==> config.mk <==
export PLATFORM = sky130hd
export DESIGN_NAME = tpb_timer
export DESIGN_NICKNAME = d
export VERILOG_FILES = /design/src/logic/tpb_pkg.sv /design/src/logic/tpb_timer.sv
export SDC_FILE = /design/constraint.sdc
export NUM_CORES = 1
export LEC_CHECK = 0
export BUFFER_PORTS_ARGS = -buffer_cell sky130_fd_sc_hd__buf_2
export CAP_MARGIN = 20
export CORE_MARGIN = 4
export CORE_UTILIZATION = 60
export DETAILED_ROUTE_END_ITERATION = 12
export PLACE_DENSITY = 0.8
export SYNTH_ARGS = -nofsm -noshare
export SYNTH_HDL_FRONTEND = slang
export SYNTH_SLANG_ARGS = --single-unit
==> constraint.sdc <==
create_clock -name i_clk_sys -period 4.43 [get_ports i_clk_sys]
set_input_delay 0.886 -clock i_clk_sys [delete_from_list [all_inputs] [get_ports i_clk_sys]]
set_output_delay 0.886 -clock i_clk_sys [all_outputs]
set_load 0.005 [all_outputs]
==> src/logic/tpb_pkg.sv <==
package tpb_pkg;
	localparam int          ADDR_W              = 5;
	localparam int          DATA_W              = 8;
	// Register offsets
	localparam logic [4:0]  OFS_COUNT_RELOAD    = 5'h09;
	localparam logic [4:0]  OFS_CONTROL_ONE     = 5'h0A;
	localparam logic [4:0]  OFS_CONTROL_TWO     = 5'h0B;
	localparam logic [4:0]  OFS_DUTY_LOW        = 5'h0C;
	localparam logic [4:0]  OFS_PRESCALER_VALUE = 5'h0D;
	localparam logic [4:0]  OFS_BUZZER_CONTROL  = 5'h0E;
	localparam logic [4:0]  OFS_SHARED_HIGH     = 5'h1F;
	localparam logic [4:0]  OFS_TIMER_STATUS    = 5'h1E;
	// Control one fields
	localparam int          BIT_RUN_ENABLE      = 0;
	localparam int          BIT_AUTO_RELOAD     = 1;
	localparam int          BIT_ONE_SHOT        = 2;
	localparam int          BIT_PWM_ACTIVE_LOW  = 6;
	localparam int          BIT_PWM_PIN_ENABLE  = 7;
	// Control two fields
	localparam int          BIT_PRESCALE_LSB    = 0;
	localparam int          BIT_PRESCALER_EN_N  = 3;
	localparam int          BIT_EDGE_SELECT     = 4;
	localparam int          BIT_CLOCK_SOURCE    = 5;
	// Buzzer control fields
	localparam int          BIT_BUZZ_FREQ_LSB   = 0;
	localparam int          BIT_BUZZ_ENABLE     = 7;
	// Shared high bits fields
	localparam int          BIT_DUTY_HIGH_LSB   = 2;
	localparam int          BIT_RELOAD_HIGH_LSB = 6;
	// Status fields
	localparam int          BIT_UNDERFLOW_FLAG  = 0;
	// Reset values
	localparam logic [7:0]  RST_CONTROL_ONE     = 8'h00;
	localparam logic [7:0]  RST_CONTROL_TWO     = 8'h3F;
	localparam logic [7:0]  RST_BUZZER_CONTROL  = 8'h0F;
	localparam logic [7:0]  RST_PRESCALER       = 8'hFF;
	localparam logic [7:0]  RST_BYTE            = 8'h00;
	localparam logic [9:0]  RST_COUNT           = 10'h000;
	// Counter constants
	localparam logic [9:0]  COUNT_FULL          = 10'h3FF;
	localparam logic [9:0]  COUNT_ZERO          = 10'h000;
	localparam logic [9:0]  COUNT_ONE           = 10'h001;
	localparam logic [7:0]  PRE_ONE             = 8'h01;
endpackage : tpb_pkg

==> src/logic/tpb_timer.sv <==
// The implementer's own choice: the strobed register port.
`timescale 1ns/1ps
module tpb_timer #(
	parameter int TMR_W = 10,
	parameter int PRE_W = 8
) (
	input  wire logic                        i_clk_sys,
	input  wire logic                        i_reset,
	input  wire logic [tpb_pkg::ADDR_W-1:0]  i_addr,
	input  wire logic [tpb_pkg::DATA_W-1:0]  i_wdata,
	input  wire logic                        i_wr,
	input  wire logic                        i_rd,
	output logic      [tpb_pkg::DATA_W-1:0]  o_rdata,
	input  wire logic                        i_ext_clock_pin,
	output logic                             o_pwm_port_pin,
	output logic                             o_pwm_pin_enable,
	output logic                             o_buzzer,
	output logic                             o_timer_flag
);

	// Widths fixed by the register map
	if (TMR_W != 10 || PRE_W != 8) begin : g_bad_width
		$error("tpb_timer supports only a 10-bit timer and 8-bit prescaler");
	end

	logic [7:0]       reload_low_r;
	logic [7:0]       control_one_r;
	logic [7:0]       control_two_r;
	logic [7:0]       duty_low_r;
	logic [7:0]       buzzer_control_r;
	logic [7:0]       shared_high_r;
	logic [PRE_W-1:0] prescaler_r;
	logic [TMR_W-1:0] count_r;
	logic             oneshot_done_r;
	logic             ext_prev_r;
	logic             flag_r;

	logic             wr_count;
	logic             run_enable;
	logic             auto_reload;
	logic             one_shot;
	logic             pwm_active_low;
	logic             prescaler_enable_n;
	logic [2:0]       prescale_ratio_select;
	logic             ext_clock_edge_select;
	logic             clock_source_select;
	logic [3:0]       buzzer_frequency_select;
	logic             buzzer_enable;
	logic [TMR_W-1:0] reload_value;
	logic [TMR_W-1:0] duty_value;
	logic             ext_rise;
	logic             ext_fall;
	logic             src_tick;
	logic [PRE_W-1:0] pre_mask;
	logic             pre_tick;
	logic             timer_tick;
	logic             underflow;
	logic             pwm_level;
	logic             buzz_src;

	// Field views of the control registers
	assign run_enable              = control_one_r[tpb_pkg::BIT_RUN_ENABLE];
	assign auto_reload             = control_one_r[tpb_pkg::BIT_AUTO_RELOAD];
	assign one_shot                = control_one_r[tpb_pkg::BIT_ONE_SHOT];
	assign pwm_active_low          = control_one_r[tpb_pkg::BIT_PWM_ACTIVE_LOW];
	assign prescale_ratio_select   = control_two_r[tpb_pkg::BIT_PRESCALE_LSB +: 3];
	assign prescaler_enable_n      = control_two_r[tpb_pkg::BIT_PRESCALER_EN_N];
	assign ext_clock_edge_select   = control_two_r[tpb_pkg::BIT_EDGE_SELECT];
	assign clock_source_select     = control_two_r[tpb_pkg::BIT_CLOCK_SOURCE];
	assign buzzer_frequency_select = buzzer_control_r[tpb_pkg::BIT_BUZZ_FREQ_LSB +: 4];
	assign buzzer_enable           = buzzer_control_r[tpb_pkg::BIT_BUZZ_ENABLE];
	assign wr_count                = i_wr && (i_addr == tpb_pkg::OFS_COUNT_RELOAD);

	// Ten-bit reload and duty values
	assign reload_value = {shared_high_r[tpb_pkg::BIT_RELOAD_HIGH_LSB +: 2], reload_low_r};
	assign duty_value   = {shared_high_r[tpb_pkg::BIT_DUTY_HIGH_LSB +: 2], duty_low_r};

	// Register writes
	always_ff @(posedge i_clk_sys) begin
		if (i_reset) begin
			reload_low_r     <= tpb_pkg::RST_BYTE;
			control_one_r    <= tpb_pkg::RST_CONTROL_ONE;
			control_two_r    <= tpb_pkg::RST_CONTROL_TWO;
			duty_low_r       <= tpb_pkg::RST_BYTE;
			buzzer_control_r <= tpb_pkg::RST_BUZZER_CONTROL;
			shared_high_r    <= tpb_pkg::RST_BYTE;
		end else if (i_wr) begin
			case (i_addr)
				tpb_pkg::OFS_COUNT_RELOAD:   reload_low_r     <= i_wdata;
				tpb_pkg::OFS_CONTROL_ONE:    control_one_r    <= i_wdata & 8'hC7;
				tpb_pkg::OFS_CONTROL_TWO:    control_two_r    <= i_wdata & 8'h3F;
				tpb_pkg::OFS_DUTY_LOW:       duty_low_r       <= i_wdata;
				tpb_pkg::OFS_BUZZER_CONTROL: buzzer_control_r <= i_wdata & 8'h8F;
				tpb_pkg::OFS_SHARED_HIGH:    shared_high_r    <= i_wdata;
				default: ;
			endcase
		end
	end

	// External pin edge history
	always_ff @(posedge i_clk_sys) begin
		if (i_reset) begin
			ext_prev_r <= 1'b0;
		end else begin
			ext_prev_r <= i_ext_clock_pin;
		end
	end

	assign ext_rise = i_ext_clock_pin && !ext_prev_r;
	assign ext_fall = !i_ext_clock_pin && ext_prev_r;

	// Source tick: every instruction clock or the chosen pin edge
	always_comb begin
		if (clock_source_select) begin
			src_tick = ext_clock_edge_select ? ext_fall : ext_rise;
		end else begin
			src_tick = 1'b1;
		end
	end

	// Prescaler mask of the low select+1 bits
	assign pre_mask = PRE_W'((16'h0002 << prescale_ratio_select) - 16'h0001);

	// Prescaler down-counter, runs only while enabled
	always_ff @(posedge i_clk_sys) begin
		if (i_reset) begin
			prescaler_r <= tpb_pkg::RST_PRESCALER;
		end else if (!prescaler_enable_n && src_tick) begin
			prescaler_r <= prescaler_r - tpb_pkg::PRE_ONE;
		end
	end

	// Divided tick on wrap of the selected low bits, or raw when bypassed
	assign pre_tick   = src_tick && ((prescaler_r & pre_mask) == '0);
	assign timer_tick = run_enable && (prescaler_enable_n ? src_tick : pre_tick);
	assign underflow  = timer_tick && (count_r == tpb_pkg::COUNT_ZERO) && !oneshot_done_r;

	// Timer counter
	always_ff @(posedge i_clk_sys) begin
		if (i_reset) begin
			count_r <= tpb_pkg::RST_COUNT;
		end else if (wr_count) begin
			count_r <= {shared_high_r[tpb_pkg::BIT_RELOAD_HIGH_LSB +: 2], i_wdata};
		end else if (underflow) begin
			if (one_shot) begin
				count_r <= tpb_pkg::COUNT_ZERO;
			end else if (auto_reload) begin
				count_r <= reload_value;
			end else begin
				count_r <= tpb_pkg::COUNT_FULL;
			end
		end else if (timer_tick && !oneshot_done_r && count_r != tpb_pkg::COUNT_ZERO) begin
			count_r <= count_r - tpb_pkg::COUNT_ONE;
		end
	end

	// One-shot stop latch, released by a count write or leaving one-shot
	always_ff @(posedge i_clk_sys) begin
		if (i_reset) begin
			oneshot_done_r <= 1'b0;
		end else if (wr_count || !one_shot) begin
			oneshot_done_r <= 1'b0;
		end else if (underflow) begin
			oneshot_done_r <= 1'b1;
		end
	end

	// Sticky underflow flag, set wins over a write-one clear
	always_ff @(posedge i_clk_sys) begin
		if (i_reset) begin
			flag_r <= 1'b0;
		end else if (underflow) begin
			flag_r <= 1'b1;
		end else if (i_wr && i_addr == tpb_pkg::OFS_TIMER_STATUS
				&& i_wdata[tpb_pkg::BIT_UNDERFLOW_FLAG]) begin
			flag_r <= 1'b0;
		end
	end

	// Buzzer source: prescaler tap or timer bit
	always_comb begin
		if (buzzer_frequency_select[3]) begin
			buzz_src = count_r[buzzer_frequency_select[2:0]];
		end else begin
			buzz_src = prescaler_r[buzzer_frequency_select[2:0]];
		end
	end

	// PWM is asserted while the count is below the duty value
	assign pwm_level = (count_r < duty_value) ^ pwm_active_low;

	// Registered pin outputs
	always_ff @(posedge i_clk_sys) begin
		if (i_reset) begin
			o_pwm_port_pin   <= 1'b0;
			o_pwm_pin_enable <= 1'b0;
			o_buzzer         <= 1'b0;
		end else begin
			o_pwm_port_pin   <= pwm_level;
			o_pwm_pin_enable <= control_one_r[tpb_pkg::BIT_PWM_PIN_ENABLE];
			o_buzzer         <= buzzer_enable && buzz_src;
		end
	end

	assign o_timer_flag = flag_r;

	// Read data, valid in the cycle after the strobe
	always_ff @(posedge i_clk_sys) begin
		if (i_reset) begin
			o_rdata <= tpb_pkg::RST_BYTE;
		end else if (i_rd) begin
			case (i_addr)
				tpb_pkg::OFS_COUNT_RELOAD:    o_rdata <= count_r[7:0];
				tpb_pkg::OFS_CONTROL_ONE:     o_rdata <= control_one_r;
				tpb_pkg::OFS_CONTROL_TWO:     o_rdata <= control_two_r;
				tpb_pkg::OFS_PRESCALER_VALUE: o_rdata <= prescaler_r;
				tpb_pkg::OFS_SHARED_HIGH:     o_rdata <= shared_high_r;
				tpb_pkg::OFS_TIMER_STATUS:    o_rdata <= {7'h00, flag_r};
				default:                      o_rdata <= tpb_pkg::RST_BYTE;
			endcase
		end else begin
			o_rdata <= tpb_pkg::RST_BYTE;
		end
	end
endmodule : tpb_timer

==> results of run 1 <==
state kept, by name, indices dropped and copies added, names as in the netlist:
register / flops
o_pwm_pin_enable: 1
control_two_r: 6
count_r: 10
oneshot_done_r: 1
duty_low_r: 8
prescaler_r: 8
o_buzzer: 1
ext_prev_r: 1
o_rdata: 8
o_timer_flag: 1
control_one_r: 5
shared_high_r: 8
buzzer_control_r: 5
o_pwm_port_pin: 1
reload_low_r: 8
routing by layer:
layer	global-route usage, %	part of all wire [%]
met1	35.2	41
met2	40.2	45
met3	7.83	8.6
met4	16.0	5.7
met5	0	0
power breakdown:
part	leakage (nW)	switching [mW]	internal (mW)
Clock	0.113	0.241	0.321
Combinational	0.996	0.0584	0.0329
Sequential	0.582	0.00650	0.652
worst max-delay path: stages (launching register included):
cell and delay, ps:
dfxtp_1 420, nor3_1 320, inv_1 90, ha_1 250, or3b_1 360, o221ai_1 220, o21bai_1 120, and4b_1 420
a41o_1 320, a211oi_1 210
logic make-up (layout without fill, tap and decap cells):
group,count (synthesis),in the layout,share of synthesized area (%)
XOR/XNOR,6,6,1.33
adder cells (fa/ha/maj),12,12,3.79
multiplexers,23,23,7.49
flip-flops,72,72,36.4
AND/OR/NAND/NOR,197,197,26.0
buffers and inverters,59,75,6.39
AO/OA/AOI/OAI,109,109,18.6
stage by stage:
| stage | util (%) | hold slack [ps] | std cells | worst slack, ps |
|---|---|---|---|---|
| after floorplan | - | 433 | 478 | 1950 |
| after global placement | 63.6 | 441 | 555 | 1410 |
| after detailed placement | 63.6 | 449 | 555 | 1350 |
| after CTS | 67.0 | 458 | 571 | 1640 |
| after global routing | 67.0 | 480 | 571 | 1420 |
| final | 67.0 | 458 | 571 | 1620 |
final timing paths:
kind	startpoint	endpoint	depth (start not counted)	slack [ps]
max	control_two_r[2]$_SDFFE_PP1P_	count_r[9]$_SDFFE_PP0P_	9	1620
min	reload_low_r[2]$_SDFFE_PP0P_	reload_low_r[2]$_SDFFE_PP0P_	2	460
max reg2reg	control_two_r[2]$_SDFFE_PP1P_	count_r[9]$_SDFFE_PP0P_	9	1620
min reg2reg	reload_low_r[2]$_SDFFE_PP0P_	reload_low_r[2]$_SDFFE_PP0P_	2	460
placed cells by master, fill, tap and decap left out, types with 12 or more instances in the layout:
cell type,instances
dfxtp_1,72
nand2_1,47
nor2_1,46
a21oi_1,37
inv_1,29
buf_2,29
nand3_1,18
nor2b_1,18
nor3_1,15
o21ai_0,15
mux2i_1,15
clkbuf_8,13
ha_1,12
cell type report:
cell class | count | share of cell area [%]
well taps | 77 | 2.25
inverters | 29 | 2.54
multi-input cells | 347 | 52.9
flip-flops and latches | 72 | 33.7
repair buffers | 30 | 3.57
clock buffers | 14 | 4.27
clock inverters | 2 | 0.818
==> out/qor.csv, run 1 <==
metric;value;unit
overflow;0;
hp-class;reg2reg;
io_buffer_count;29;
hold_violations;0;
cts-resized-gates;0;
vdd_drop_max;231;uV
dr_total_vias;3720;
max_cap_violations;0;
post_cts_buffers;0;
grt_max_degree;46;
clk_pin_slew;70;ps
yosysTopAreaCell;dfxtp_1;
clk_latency;350;ps
crit_required;4700;ps
synth_seq_cells;72;
worstSetupPathType;reg2reg;
yosys-top-cells-area;dfxtp_1, a21oi_1, nand2_1;
viasPerCell;6.51;
multi_input_area;2260;sq um
yosysMostFrequentCell;dfxtp_1;
seq_area_frac_synth;36.4;%
cp.arrival;3080;ps
synthTopCellsByCount;dfxtp_1, nand2_1, nor2_1;
drv_slew;0;
yosys_warnings;0;
totalNegativeSetupSlack;0;ps
syn-cell-area;3960;sq um
cts_buffer_depth;2;
drt_pre_antenna_iters;5;
tightest_slew;820;ps
root_buffer;clkbuf_8;
final.setup_skew;7.72;ps
die_h;89.2;um
postCtsHoldBufs;0;
crit_path_start_kind;flip-flop;
fin_crit;2810;ps
syn_avg_cell_area;8.28;sq um
routed_wl;10500;um
synth_ff_type;dfxtp_1;
grt_pass1_vias;3311;
fmaxAchievable;356;MHz
coreArea;6390;sq um
drive_above_1_share;12.1;%
fin_nets;519;
insertedDiodeCount;0;
endpoint_kind;flip-flop;
ff_latch_area;1440;sq um
place_congestion;0.926;
p_total;1.31;mW
track_usage;27.2;%
drt_iter0_drc;391;
power_leakage;1.69;nW
fillers;560;
synthDistinctLibCells;64;
die_x;89.2;um
ys_async_sr_fraction;0;%
synth_top_area_share;36.4;%
design.die.area;7960;sq um
p_per_area;307;nW/um^2
post_dp_cell_area;4060;sq um
outcome;finished, final reports clean;
syn2layout_area_growth;8.16;%
row_count;29;
cts_tree;done;
synth_edf_count;0;
final_cell_area;4280;sq um
route.detailed.drc;0;
routedWlPerCell;18.3;um
dp_hpwl;7130;um
slew_headroom;45.3;%
setup_violations;0;
cts_htree_levels;3;
syn_inst;478;
rsz0062_at_grt;no;
worst-path-max-fanout;16;
cts_buffers;9;
grt_pass1_wl;16300;um
antenna_found_initial;0;
syn_nets;508;
start_util;62.0;%
io_pins;30;
clock-sinks;72;
period_share;63.4;%
ant_nets;0;
Power figures use the tool's default switching activity.
==> run 2: changes to the inputs <==
--- a/config.mk
+++ b/config.mk
@@ -5,12 +5,13 @@
 export SDC_FILE = /design/constraint.sdc
 export NUM_CORES = 1
 export LEC_CHECK = 0
+export ABC_AREA = 1
 export BUFFER_PORTS_ARGS = -buffer_cell sky130_fd_sc_hd__buf_2
 export CAP_MARGIN = 20
 export CORE_MARGIN = 4
-export CORE_UTILIZATION = 60
+export CORE_UTILIZATION = 54
 export DETAILED_ROUTE_END_ITERATION = 12
-export PLACE_DENSITY = 0.8
+export PLACE_DENSITY = 0.76
 export SYNTH_ARGS = -nofsm -noshare
 export SYNTH_HDL_FRONTEND = slang
 export SYNTH_SLANG_ARGS = --single-unit
==> constraint.sdc (replaced) <==
create_clock -name i_clk_sys -period 2.3 [get_ports i_clk_sys]
set_input_delay 0.46 -clock i_clk_sys [delete_from_list [all_inputs] [get_ports i_clk_sys]]
set_output_delay 0.46 -clock i_clk_sys [all_outputs]
set_load 0.005 [all_outputs]
==> out/qor.csv, run 2 <==
metric;value;unit;change
synth_edf_count;0;;unchanged
yosys_warnings;0;;unchanged
die_x;92.5;um;+3.6%
worst-path-max-fanout;6;;-10
ant_nets;0;;unchanged
outcome;finished, final reports clean;;
crit_chain;inv_2 > nand3_1 > ha_1 > nand4_1 > nand2_1 > inv_1 > nand2_1 > nand2_2 > nor2_1 > nor2_1 > nor2_4 > buf_4 > nand4_1 > nand3_1 > a21oi_2;;
routedWlPerCell;16.4;um;-11%
dr_total_vias;3843;;+3.3%
io_pins;30;;unchanged
cts_buffer_depth;2;;unchanged
fin_nets;592;;+14%
synthTopCellsByCount;nand2_1, inv_1, dfxtp_1;;
rsz0062_at_grt;no;;
drt_pre_antenna_iters;6;;+1
p_per_area;594;nW/um^2;+94%
tightest_slew;676;ps;-144 ps
start_util;56.1;%;-5.9 points
cts_htree_levels;3;;unchanged
synth_ff_type;dfxtp_1;;
hp-class;in2reg;;
cpLargestDelayFamily;simple AND/OR/NAND/NOR gates;;
p_int;1.95;mW;+94%
syn_inst;529;;+11%
largest_register;count_r;;
synth_seq_cells;72;;unchanged
p_clk_share;43.8;%;+1.0 points
syn_nets;559;;+10%
switching_share;23.9;%;+0.58 points
drv_slew;0;;unchanged
largest_reg_flops;10;;unchanged
viasPerCell;5.80;;-11%
p_switching;613;uW;+100%
antenna_found_initial;0;;unchanged
setup_violations;0;;unchanged
overflow;0;;unchanged
worstSetupPathType;reg2reg;;
crit_path_start_kind;flip-flop;;
worst_path_max_delay_cell;dfxtp_1;;
place_congestion;0.953;;+2.9%
coreArea;6870;sq um;+7.6%
endpoint_kind;flip-flop;;
final.setup_skew;5.58;ps;-2.14 ps
clk_latency;350;ps;about the same
root_buffer;clkbuf_8;;
dp_hpwl;7810;um;+9.5%
track_usage;25.9;%;-1.3 points
grt_pass1_vias;3476;;+5.0%
route.detailed.drc;0;;unchanged
clock-sinks;72;;unchanged
clk_pin_slew;80;ps;about the same
ys_async_sr_fraction;0;%;unchanged
period_share;93.7;%;+30 points
cp.arrival;2390;ps;-690 ps
power_leakage;1.85;nW;+9.5%
io_buffer_count;29;;unchanged
cts_tree;done;;
grt_max_degree;31;;-33%
totalNegativeSetupSlack;0;ps;unchanged
final_cell_mix;nand2_1, inv_1, dfxtp_1, a21oi_1, o21ai_0;;
syn_avg_cell_area;7.28;sq um;-12%
vdd_drop_max;330;uV;+43%
die_h;92.5;um;+3.6%
syn2layout_area_growth;12.0;%;
dpl.cell_count;644;;+16%
fillers;628;;+12%
synth_top_area_share;37.4;%;+0.99 points
cts_buffers;9;;unchanged
fin_crit;2150;ps;-654 ps
slew_headroom;54.7;%;+9.4 points
insertedDiodeCount;0;;unchanged
grt_pass1_wl;17200;um;+5.3%
synthDistinctLibCells;43;;-33%
p_seq_share;49.5;%;-0.7 points
pwr-share-comb;6.7;%;-0.3 points
drt_iter0_drc;468;;+20%
r2r_slack;150;ps;-1480 ps
seq_area_frac_synth;37.4;%;+0.99 points
cp.buffers_inverters;3;;+2
yosysTopAreaCell;dfxtp_1;;
yosysMostFrequentCell;nand2_1;;
design.die.area;8550;sq um;+7.4%
max_cap_violations;0;;unchanged
drive_above_1_share;14.5;%;+2.3 points
mostFrequentLayoutCell;nand2_1;;
routed_wl;10900;um;+3.9%
fmaxAchievable;464;MHz;+30%
crit_required;2540;ps;-2160 ps
syn-cell-area;3850;sq um;-2.7%
stdcell_count;663;;+16%
hold_violations;0;;unchanged
max_stage_delay;450;ps;+30 ps
ff_latch_area;1440;sq um;unchanged
row_count;30;;+3.4%
yosys-top-cells-area;dfxtp_1, nand2_1, a21oi_1;;
multi_input_area;1980;sq um;-13%
[run 2: stage by stage]
step	hold WS [ps]	instance area [sq um]	power [mW]	setup slack, ps	util [%]
floorplan	418	3850	1.40	492	-
global placement	439	4060	1.46	197	59.2
detailed placement	439	4060	1.47	21.4	59.2
CTS	336	4290	2.57	0.880	62.4
global route	366	4310	2.64	28.1	62.8
finish	338	4310	2.56	146	62.8
[run 2: final timing paths]
kind | startpoint | to | depth (start not counted)
max | control_two_r[1]$_SDFFE_PP1P_ | count_r[2]$_SDFFE_PP0P_ | 15
min | i_ext_clock_pin | ext_prev_r$_SDFF_PP0_ | 3
max reg2reg | control_two_r[1]$_SDFFE_PP1P_ | count_r[2]$_SDFFE_PP0P_ | 15
min reg2reg | buzzer_control_r[7]$_SDFFE_PP0P_ | o_buzzer$_SDFF_PP0_ | 2
[run 2: cell type report]
type | count | share of cell area, %
tap | 96 | 2.79
sequential | 72 | 33.4
multi-input combinational | 356 | 45.9
timing repair buffer | 41 | 5.45
inverter | 82 | 7.31
clock buffer | 11 | 3.28
clock inverter | 5 | 1.86
[run 2: layer usage]
metal  vias to the layer above  wire length [um]  global-route usage (%)
met5                         -                 0                       0
met4                         0               373                    12.7
met3                        34              1160                    6.42
met2                       221              4780                    39.8
met1                      1729              4540                    33.9
li1                       1859                 -                       -
[run 2: cell families (layout without fill, tap and decap cells)]
| kind of cell | after synthesis | after routing | synth area share [%] |
|---|---|---|---|
| and+or+nand+nor | 190 | 190 | 23.9 |
| AOI/OAI and AO/OA | 149 | 149 | 22.3 |
| buffers and inverters | 101 | 139 | 11.3 |
| DFF | 72 | 72 | 37.4 |
| adders and majority gates | 12 | 12 | 3.90 |
| xor gates and xnor gates | 5 | 5 | 1.14 |
[run 2: tightest hold or removal path, stage by stage]
cell    delay [ps]
buf_2           80
inv_1           40
nor2_1          70
[run 2: timing repair]
item,in CTS,in global routing
hold buffers,0,0
buffers inserted,0,3
gates resized for setup,0,1
setup endpoints to repair,0,10
[run 2: power by group through the flow]
stage	clock network (mW)	logic, mW	registers [mW]
after floorplan	0	0.105	1.29
after global placement	0	0.163	1.30
after detailed placement	0	0.167	1.30
after CTS	1.13	0.168	1.27
after global routing	1.18	0.189	1.27
final	1.12	0.172	1.27
==> run 3: changes to the inputs <==
--- a/config.mk
+++ b/config.mk
@@ -5,7 +5,6 @@
 export SDC_FILE = /design/constraint.sdc
 export NUM_CORES = 1
 export LEC_CHECK = 0
-export ABC_AREA = 1
 export BUFFER_PORTS_ARGS = -buffer_cell sky130_fd_sc_hd__buf_2
 export CAP_MARGIN = 20
 export CORE_MARGIN = 4
==> out/qor.csv, run 3 (synthesized netlist as in run 1, its figures left out) <==
metric;value;unit;change
outcome;finished with violations;;
violations;setup timing;;
die_x;93.6;um;+1.2%
p_clk_share;44.1;%;+0.3 points
met1_usage;34.4;%;+0.49 points
hold_violations;0;;unchanged
start_util;57.0;%;+0.91 points
period_share;101;%;+6.9 points
p_total;2.63;mW;+2.5%
tightest_slew;477;ps;-199 ps
clock-sinks;72;;unchanged
final_cell_mix;dfxtp_1, nand2_1, nor2_1, a21oi_1, buf_4;;
post_dp_cell_area;4350;sq um;+7.0%
cp.arrival;2550;ps;+160 ps
ant_nets;0;;unchanged
ff2ff_path_depth;11;;-4
stdcell_count;624;;-5.9%
row_count;30;;unchanged
p_int;1.96;mW;+0.26%
root_buffer;clkbuf_8;;
p_switching;672;uW;+9.7%
clk_pin_slew;90;ps;about the same
p_seq_share;48.2;%;-1.3 points
cts_buffers;9;;unchanged
place_congestion;0.933;;-2.1%
worst-path-max-fanout;5;;-1
drt_iter0_drc;386;;-18%
insertedDiodeCount;0;;unchanged
design.die.area;8760;sq um;+2.5%
p_per_area;566;nW/um^2;-4.8%
largest_reg_flops;10;;unchanged
route.detailed.drc;0;;unchanged
hp-class;in2reg;;
routedWlPerCell;18.1;um;+10%
worstSetupPathType;reg2reg;;
dpl.cell_count;605;;-6.1%
crit_path_start_kind;flip-flop;;
fmaxAchievable;433;MHz;-6.8%
final_util;66.9;%;+4.1 points
antenna_found_initial;0;;unchanged
reg2reg_to;o_timer_flag$_SDFFE_PP0P_;;
dp_hpwl;7850;um;+0.54%
io_pins;30;;unchanged
worstHoldStart;i_ext_clock_pin;;
slew_headroom;68.1;%;+13 points
coreArea;6940;sq um;+1.1%
grt_max_degree;46;;+48%
holdPathStages;2;;-1
die_h;93.6;um;+1.2%
timing.final.ws_setup;-12.1;ps;-158 ps
final.setup_skew;14.8;ps;+9.22 ps
setup_violations;4;;+4
ff_latch_area;1450;sq um;+0.35%
mostFrequentLayoutCell;dfxtp_1;;
pwr-share-comb;7.7;%;+1.0 points
crit_required;2540;ps;about the same
endpoint_kind;flip-flop;;
drt_pre_antenna_iters;5;;-1
io_buffer_count;29;;unchanged
routed_wl;11300;um;+3.9%
postCtsHoldBufs;0;;unchanged
cts_buffer_depth;2;;unchanged
power_leakage;1.88;nW;+1.6%
hold_end;ext_prev_r$_SDFF_PP0_;;
final_cell_area;4640;sq um;+7.7%
overflow;0;;unchanged
gr-usage-met3;7.16;%;+0.74 points
vdd_drop_max;248;uV;-25%
fin_crit;2310;ps;+158 ps
dr_total_vias;3875;;+0.83%
switching_share;25.6;%;+1.7 points
drv_slew;0;;unchanged
fin_nets;553;;-6.6%
largest_register;count_r;;
grt_pass1_wl;18200;um;+6.1%
syn2layout_area_growth;17.4;%;
met2_usage;40.5;%;+0.74 points
cts_htree_levels;3;;unchanged
r2r_slack;-10;ps;-160 ps
grt_busiest_layer;met2;;
track_usage;26.6;%;+0.74 points
viasPerCell;6.21;;+7.1%
max_cap_violations;0;;unchanged
rsz0062_at_grt;yes;;
drive_above_1_share;19.9;%;+5.4 points
grt_pass1_vias;3662;;+5.4%
clk_latency;360;ps;about the same
cts_tree;done;;
timing.rr.start;control_two_r[0]$_SDFFE_PP1P_;;
multi_input_area;2320;sq um;+17%
fillers;573;;-8.8%
-- run 3: changes by cell type in the layout (fill, tap and decap cells not counted), moves of 11 or more --
cell,before,now
a211o_1,0,11
a21oi_1,60,37
buf_4,12,31
inv_1,78,29
mux2i_1,0,15
nand2_1,89,47
nand3_1,34,18
nand4_1,12,1
nor2_1,30,46
nor2b_1,0,18
o21ai_0,49,15
-- run 3: worst max path at each step --
| stage | start | end | slack [ps] | depth (start not counted) |
|---|---|---|---|---|
| 6_report | control_two_r[0]$_SDFFE_PP1P_ | o_timer_flag$_SDFFE_PP0P_ | -10 | 11 |
| 5_1_grt | control_two_r[0]$_SDFFE_PP1P_ | count_r[6]$_SDFFE_PP0P_ | -120 | 11 |
| 4_1_cts | control_two_r[0]$_SDFFE_PP1P_ | count_r[7]$_SDFFE_PP0P_ | 1 | 11 |
| 3_5_place_dp | control_two_r[0]$_SDFFE_PP1P_ | count_r[7]$_SDFFE_PP0P_ | -80 | 11 |
| 3_3_place_gp | control_two_r[0]$_SDFFE_PP1P_ | count_r[9]$_SDFFE_PP0P_ | -2 | 10 |
| 2_1_floorplan | control_two_r[1]$_SDFFE_PP1P_ | count_r[6]$_SDFFE_PP0P_ | 0.4 | 12 |
-- run 3: cell type report --
cell class / count / area share [%]
Multi-Input combinational cell: 347 / 49.9
Sequential cell: 72 / 31.1
Timing Repair Buffer: 64 / 9.16
Clock buffer: 9 / 2.67
Tap cell: 96 / 2.59
Inverter: 29 / 2.34
Clock inverter: 7 / 2.16
-- run 3: worst max-delay path, stage by stage (launching register included) --
cell      delay (ps)
dfxtp_4          360
nor3_4           180
inv_1             60
ha_2             190
or3b_1           390
o221ai_2         160
o21bai_1         100
and4b_2          250
buf_2            170
buf_4            150
a22oi_2          140
nor2_1            60
-- run 3: metrics by stage --
| step | hold WS [ps] | setup slack [ps] | setup TNS (ps) |
|---|---|---|---|
| 2_1_floorplan | 433 | 0.440 | 0 |
| 3_3_place_gp | 443 | -2.20 | -2.20 |
| 3_5_place_dp | 447 | -80.1 | -184 |
| 4_1_cts | 321 | 1.32 | 0 |
| 5_1_grt | 341 | -120 | -785 |
| 6_report | 329 | -12.1 | -40.4 |
-- run 3: per-layer routing --
metal	part of all wire [%]	wire length, um
met1	41	4600
met3	9.2	1040
met4	4.6	516
met5	0	0
met2	45	5130
-- run 3: what timing repair did --
action | in CTS | in global routing
pin swaps | 5 | 4
cloned | 1 | 0
hold endpoints to repair | 0 | 0
gates resized for setup | 7 | 5
setup endpoints to repair | 5 | 10
buffers inserted | 2 | 0
-- run 3: power by group through the flow --
stage               clock (mW)  combinational [mW]  sequential, mW
finish                    1.16               0.203            1.27
global route              1.24               0.216            1.27
CTS                       1.17               0.196            1.27
detailed placement           0               0.194            1.30
global placement             0               0.188            1.30
floorplan                    0               0.117            1.29
